`config.mk`:
```
export PLATFORM = sky130hd
export DESIGN_NAME = tcv_top
export DESIGN_NICKNAME = d
export VERILOG_FILES = /design/src/hw/tcv_pkg.sv /design/src/hw/tcv_chan_if.sv /design/src/hw/tcv_avs_slave.sv /design/src/hw/tcv_cmp_chan.sv /design/src/hw/tcv_top.sv
export SDC_FILE = /design/constraint.sdc
export NUM_CORES = 1
export LEC_CHECK = 0
export ABC_AREA = 1
export BUFFER_PORTS_ARGS = -buffer_cell sky130_fd_sc_hd__buf_4
export CORE_ASPECT_RATIO = 1.75
export CORE_MARGIN = 2
export CORE_UTILIZATION = 30
export DETAILED_ROUTE_END_ITERATION = 8
export GPL_ROUTABILITY_DRIVEN = 0
export HOLD_SLACK_MARGIN = 0.05
export SYNTH_ARGS = -nofsm -noshare
export SYNTH_HDL_FRONTEND = slang
export SYNTH_HIERARCHICAL = 1
export SYNTH_SLANG_ARGS = --single-unit
export TNS_END_PERCENT = 100
```
`constraint.sdc`:
```
create_clock -name clk_in -period 2.7 [get_ports clk_in]
set_input_delay 0.27 -clock clk_in [delete_from_list [all_inputs] [get_ports clk_in]]
set_output_delay 0.27 -clock clk_in [all_outputs]
set_load 0.01 [all_outputs]
```
`src/hw/tcv_pkg.sv`:
```
// constants and decode helper for the timer-three compare value block
package tcv_pkg;
  localparam int TCV_NCH = 3;
  localparam int TCV_AW = 10;
  localparam int TCV_DW = 32;
  localparam logic [7:0] TCV_IDX_A_LO = 8'h98;
  localparam logic [7:0] TCV_IDX_A_HI = 8'h99;
  localparam logic [7:0] TCV_IDX_B_LO = 8'h9a;
  localparam logic [7:0] TCV_IDX_B_HI = 8'h9b;
  localparam logic [7:0] TCV_IDX_C_LO = 8'h9e;
  localparam logic [7:0] TCV_IDX_C_HI = 8'h9f;
  localparam logic [7:0] TCV_IDX_STATUS = 8'ha0;
  localparam logic [7:0] TCV_IDX_MASK = 8'ha1;
  localparam logic [7:0] TCV_BYTE_RESET = 8'h00;
  localparam logic [15:0] TCV_VAL_RESET = 16'h0000;
  localparam logic [2:0] TCV_FLAG_RESET = 3'h0;
  localparam logic [23:0] TCV_RD_PAD = 24'h000000;

  // returns {hit, high_byte, channel[1:0]}
  function automatic logic [3:0] tcv_decode(input logic [7:0] idx);
    logic [3:0] r;
    r = 4'h0;
    case (idx)
      TCV_IDX_A_LO: r = 4'h8;
      TCV_IDX_A_HI: r = 4'hc;
      TCV_IDX_B_LO: r = 4'h9;
      TCV_IDX_B_HI: r = 4'hd;
      TCV_IDX_C_LO: r = 4'ha;
      TCV_IDX_C_HI: r = 4'he;
      default: r = 4'h0;
    endcase
    return r;
  endfunction
endpackage

```
`src/hw/tcv_chan_if.sv`:
```
// signals between the register logic and one compare channel
`timescale 1ns/1ns
interface tcv_chan_if;
  logic wr_commit;
  logic [15:0] wr_value;
  logic [15:0] active;
  logic [15:0] buffer;
  logic match;
  modport ctrl(output wr_commit, output wr_value, input active, input buffer, input match);
  modport chan(input wr_commit, input wr_value, output active, output buffer, output match);
endinterface

```
`src/hw/tcv_avs_slave.sv`:
```
// avalon-mm handshake: one wait state per access while clock enable stays high
`timescale 1ns/1ns
module tcv_avs_slave
  import tcv_pkg::*;
(
  input wire logic clk_in,
  input wire logic srst_in,
  input wire logic clk_en_in,
  input wire logic read_in,
  input wire logic write_in,
  input wire logic [TCV_AW-1:0] address_in,
  output logic waitrequest_out,
  output logic sample_out,
  output logic rd_accept_out,
  output logic wr_accept_out,
  output logic [7:0] index_out
);
  logic ack;
  logic next_ack;
  logic req;

  assign req = read_in | write_in;
  assign index_out = address_in[9:2];
  // a frozen cycle cannot accept, so the request keeps waiting
  assign waitrequest_out = req & ~(ack & clk_en_in);
  // first cycle of a read snapshots the data
  assign sample_out = read_in & ~ack & clk_en_in;
  assign rd_accept_out = read_in & ack & clk_en_in;
  assign wr_accept_out = write_in & ack & clk_en_in;

  always_comb begin
    next_ack = ack;
    if (clk_en_in) begin
      next_ack = req & ~ack;
    end
  end

  always_ff @(posedge clk_in) begin
    if (srst_in) begin
      ack <= 1'b0;
    end else begin
      ack <= next_ack;
    end
  end
endmodule

```
`src/hw/tcv_cmp_chan.sv`:
```
// one compare channel: active value, buffer and equality match
`timescale 1ns/1ns
module tcv_cmp_chan
  import tcv_pkg::*;
(
  input wire logic clk_in,
  input wire logic srst_in,
  input wire logic clk_en_in,
  input wire logic dbuf_in,
  input wire logic update_in,
  input wire logic tick_in,
  input wire logic [15:0] counter_in,
  tcv_chan_if.chan cif
);
  logic [15:0] next_active;
  logic [15:0] next_buffer;
  logic next_match;

  always_comb begin
    next_active = cif.active;
    next_buffer = cif.buffer;
    next_match = cif.match;
    if (clk_en_in) begin
      next_match = tick_in && (counter_in == cif.active);
      if (dbuf_in && update_in) begin
        next_active = cif.buffer;
      end
      if (cif.wr_commit) begin
        next_buffer = cif.wr_value;
        if (!dbuf_in) begin
          next_active = cif.wr_value;
        end
      end else if (!dbuf_in) begin
        next_buffer = cif.active;
      end
    end
  end

  always_ff @(posedge clk_in) begin
    if (srst_in) begin
      cif.active <= TCV_VAL_RESET;
      cif.buffer <= TCV_VAL_RESET;
      cif.match <= 1'b0;
    end else begin
      cif.active <= next_active;
      cif.buffer <= next_buffer;
      cif.match <= next_match;
    end
  end
endmodule

```
`src/hw/tcv_top.sv`:
```
// compare value registers of the sixteen-bit timer three
`timescale 1ns/1ns
module tcv_top
  import tcv_pkg::*;
(
  input wire logic clk_in,
  input wire logic srst_in,
  input wire logic clk_en_in,
  input wire logic [TCV_AW-1:0] avs_address_in,
  input wire logic avs_read_in,
  input wire logic avs_write_in,
  input wire logic [3:0] avs_byteenable_in,
  input wire logic [TCV_DW-1:0] avs_writedata_in,
  output logic [TCV_DW-1:0] avs_readdata_out,
  output logic avs_waitrequest_out,
  input wire logic [15:0] counter_value_in,
  input wire logic count_tick_in,
  input wire logic pwm_mode_in,
  input wire logic count_limit_in,
  output logic [TCV_NCH-1:0] compare_match_out,
  output logic irq_out
);
  logic sample;
  logic rd_acc;
  logic wr_acc;
  logic [7:0] idx;
  logic [3:0] dec;
  logic hit;
  logic hi;
  logic [1:0] ch;
  logic be0;
  logic [7:0] wbyte;
  logic dbuf;

  logic [7:0] temp_byte;
  logic [7:0] next_temp_byte;
  logic [7:0] rd_byte;
  logic [7:0] next_rd_byte;
  logic [7:0] snap_hi;
  logic [7:0] next_snap_hi;
  logic [TCV_NCH-1:0] status;
  logic [TCV_NCH-1:0] next_status;
  logic [TCV_NCH-1:0] mask;
  logic [TCV_NCH-1:0] next_mask;

  logic [15:0] view [TCV_NCH];
  logic [TCV_NCH-1:0] match_vec;
  logic [15:0] sel_view;
  logic [TCV_NCH-1:0] clr_bits;

  tcv_chan_if cifs [TCV_NCH] ();

  tcv_avs_slave u_slave (
    .clk_in(clk_in),
    .srst_in(srst_in),
    .clk_en_in(clk_en_in),
    .read_in(avs_read_in),
    .write_in(avs_write_in),
    .address_in(avs_address_in),
    .waitrequest_out(avs_waitrequest_out),
    .sample_out(sample),
    .rd_accept_out(rd_acc),
    .wr_accept_out(wr_acc),
    .index_out(idx)
  );

  assign dbuf = pwm_mode_in;
  assign dec = tcv_decode(idx);
  assign hit = dec[3];
  assign hi = dec[2];
  assign ch = dec[1:0];
  assign be0 = avs_byteenable_in[0];
  assign wbyte = avs_writedata_in[7:0];

  for (genvar i = 0; i < TCV_NCH; i++) begin : g_ch
    tcv_cmp_chan u_chan (
      .clk_in(clk_in),
      .srst_in(srst_in),
      .clk_en_in(clk_en_in),
      .dbuf_in(dbuf),
      .update_in(count_limit_in),
      .tick_in(count_tick_in),
      .counter_in(counter_value_in),
      .cif(cifs[i])
    );
    // low byte write commits latch and data
    assign cifs[i].wr_commit = wr_acc && be0 && hit && !hi && (ch == 2'(i));
    assign cifs[i].wr_value = {temp_byte, wbyte};
    // buffer is what software sees when buffering
    assign view[i] = dbuf ? cifs[i].buffer : cifs[i].active;
    assign match_vec[i] = cifs[i].match;
  end

  assign sel_view = (ch == 2'd0) ? view[0] : (ch == 2'd1) ? view[1] : view[2];

  // read byte and its partner are taken in the wait cycle
  always_comb begin
    next_rd_byte = rd_byte;
    next_snap_hi = snap_hi;
    if (sample) begin
      next_rd_byte = TCV_BYTE_RESET;
      if (hit && hi) begin
        // high byte reads return the latch
        next_rd_byte = temp_byte;
      end else if (hit) begin
        next_rd_byte = sel_view[7:0];
        next_snap_hi = sel_view[15:8];
      end else if (idx == TCV_IDX_STATUS) begin
        next_rd_byte = {5'h00, status};
      end else if (idx == TCV_IDX_MASK) begin
        next_rd_byte = {5'h00, mask};
      end
    end
  end

  always_comb begin
    next_temp_byte = temp_byte;
    // high byte write fills the latch
    if (wr_acc && be0 && hit && hi) begin
      next_temp_byte = wbyte;
    // low byte read captures high byte
    end else if (rd_acc && hit && !hi) begin
      next_temp_byte = snap_hi;
    end
  end

  always_comb begin
    next_mask = mask;
    clr_bits = TCV_FLAG_RESET;
    if (wr_acc && be0 && idx == TCV_IDX_MASK) begin
      next_mask = wbyte[2:0];
    end
    if (wr_acc && be0 && idx == TCV_IDX_STATUS) begin
      clr_bits = wbyte[2:0];
    end
    next_status = status;
    if (clk_en_in) begin
      // match sets flag, set beats clear
      next_status = (status & ~clr_bits) | match_vec;
    end
  end

  always_ff @(posedge clk_in) begin
    if (srst_in) begin
      temp_byte <= TCV_BYTE_RESET;
      rd_byte <= TCV_BYTE_RESET;
      snap_hi <= TCV_BYTE_RESET;
      status <= TCV_FLAG_RESET;
      mask <= TCV_FLAG_RESET;
    end else begin
      temp_byte <= next_temp_byte;
      rd_byte <= next_rd_byte;
      snap_hi <= next_snap_hi;
      status <= next_status;
      mask <= next_mask;
    end
  end

  assign avs_readdata_out = {TCV_RD_PAD, rd_byte};
  assign compare_match_out = match_vec;
  assign irq_out = |(status & mask);
endmodule

```
==> metrics.txt <==
status=complete, no violations; unrepaired setup endpoints after global routing=no; Tightest Hold Check Type=in2reg; TritonCTS clock tree=built; hold_buf cts=0; WL/cell=19.1 µm; dpl hpwl=21.8 mm; # DRC=0; CP delay by family, top=simple AND/OR/NAND/NOR gates; Routed WL=30.8 mm; R2R cell count=13; cells resized by post-CTS repair=0; Synth-to-Final Area Change=14.7%; synth unique cells=43; setup_tns=0 ns; Final Core Density=34.9%; I/O pins=107; Max-slew headroom=55.6%; most frequent cells in the layout=nand2_1 (314), nor2_1 (135), dfxtp_1 (130), inv_1 (103), buf_4 (77); routed vias/inst=5.11; nets=1299; row count=80; most common cell after layout, fill and taps aside=nand2_1; pre-CTS setup slack=0.364 ns; Yosys reg bits=130; Ant. Diodes=0; Initial Util=30.4%; buffer depth of the longest clock path=2; CTS buffer count=17; DRT Pass-1 Iters=5; cells along the critical path=nand2_2, nor2_1, nand2_1, inv_1, nand2_1, nor2_1, inv_4, nor2_4, inv_4, nand2_8, nand2_4, a21oi_1, a21boi_1; final hold violation count=0; Finished Cell Area=9460 µm²; clk sinks=130; CP max stage delay=0.36 ns; via count=8231; crit path buf inv count=3; CP Launch Type=flop; cell area after placement=8810 µm²; total power=5.39 mW; Worst Min Path Start=avs_read_in; Worst R2R Start=u_slave/ack; worst slew pin tran=0.665 ns; yosys warns=6; CP required=3.07 ns; Slew Viols, Final=0; share of layout cells above drive strength 1=15.2%; H-tree depth=4; Fmax achieved=461 MHz; Die H=223 µm; number of global-route vias before repair=7707; Leakage=3.95 nW; Register-to-Register Setup Slack=0.53 ns; number of max-cap violations=0; Setup CP Type=reg2reg; Post-Syn Area=8250 µm²; Hold Crit Endpoint=u_slave/ack; crit path max fanout=17; CP arrival=2.54 ns; root buffer cell=clkbuf_16; drt first-iter violations=665; Die X-Extent=129 µm; Tcrit/Tclk final=80.3%; die area=28900 µm²; largest net degree at the start of global routing=111; clk_lat worst skew=0.44 ns; clock slew seen by the registers of the worst setup and hold paths=0.06 ns; Fin Clk Skew=0.00682 ns; # port buffers=53; final worst slack=0.531 ns; buffer count from post-CTS setup fixing=0; GRT Util Overall=21.5%; CP Capture Type=flop; Pwr per Cell Area=570 nW/µm²; cell with the largest stage delay on the worst path=dfxtp_1; Core Box Area=27100 µm²; Cells after Synth=1205; min cycle time layout=2.17 ns; peak supply drop=460 µV; ANT nets after route=0; hold path cells=3; Layout fillers=2907; sequential area share after synthesis=31.6%; global-route wire length before repair=45.9 mm; grt ovf=0; Avg Cell Area, Syn=6.84 µm²; initial antenna violation count=0; r2r endpoint=g_ch[0].u_chan/cif.active[2]; Final setup viols=0
## stage by stage
step           instances  hold WS [ns]
2_1_floorplan       1228         0.410
3_3_place_gp        1579         0.457
3_5_place_dp        1579         0.462
4_1_cts             1611         0.127
5_1_grt             1611         0.155
6_report            1611         0.141
## cells by family after synthesis
group	after synthesis	share of synthesized area, %
simple gates	554	29.8
compound gates	284	23.2
buf+inv	221	13.8
flops	130	31.6
xor+xnor	12	1.27
mux	3	0.364
other cells	1	0.0455
## layer usage
| layer | vias up | part of all wire [%] | global-route usage (%) |
|---|---|---|---|
| met1 | 3810 | 37 | 22.8 |
| met4 | 0 | 8.7 | 17.5 |
| met3 | 97 | 5.4 | 3.57 |
| li1 | 4002 | - | - |
| met2 | 322 | 49 | 36.6 |
| met5 | - | 0 | 0 |
## where the power goes
part	total (mW)	internal [mW]	leakage (nW)	switching, mW
Clock	2.56	1.62	0.300	0.946
Sequential	2.09	2.01	1.06	0.0808
Combinational	0.731	0.263	2.58	0.468
## worst min-delay path: stages
cell     delay, ns
buf_4         0.09
o21ai_1       0.06
a21oi_2       0.11
## sequential cells by signal, summed over array words and instances, names as in the netlist
| name | cells |
|---|---|
| g_ch.u_chan/cif.match | 3 |
| mask | 3 |
| snap_hi | 8 |
| status | 3 |
| rd_byte | 8 |
| temp_byte | 8 |
| g_ch.u_chan/cif.active | 48 |
| g_ch.u_chan/cif.buffer | 48 |
| u_slave/ack | 1 |
## area by class of cell
type	instances	area (µm²)	share of cell area, %
flip-flops and latches	130	2600	27.5
clock buffers	20	467	4.94
clock inverters	12	180	1.91
well taps	369	462	4.88
multi-input cells	877	4590	48.6
repair buffers	82	678	7.17
inverters	121	474	5.02
## cell usage after synthesis (all sizes together)
cell	n	share of area (%)
nand2	332	17
clkbuf	24	1.1
or2	4	0.30
xnor2	6	0.64
a21boi	27	2.5
inv	121	5.8
o21a	1	0.091
o21ai	45	2.8
a311oi	48	5.3
a211oi	21	2.1
conb	1	0.045
nand4	10	0.94
a21oi	85	5.9
dfxtp	130	32
buf	76	7.0
xor2	6	0.64
nand3	58	3.7
o22ai	49	3.8
mux2i	3	0.36
nor2	148	7.9
nor3	2	0.18
o211ai	8	0.73
## how the worst max path moves through the flow
stage | from | to | depth (start not counted)
2_1_floorplan | avs_address_in[8] | g_ch[2].u_chan/cif.active[3] | 15
3_3_place_gp | avs_address_in[8] | g_ch[0].u_chan/cif.active[7] | 15
3_5_place_dp | avs_address_in[8] | g_ch[0].u_chan/cif.active[11] | 15
4_1_cts | u_slave/ack | g_ch[0].u_chan/cif.active[2] | 13
5_1_grt | u_slave/ack | g_ch[0].u_chan/cif.active[14] | 13
6_report | u_slave/ack | g_ch[0].u_chan/cif.active[2] | 13
Note: power is estimated with default switching activity, not from simulation.
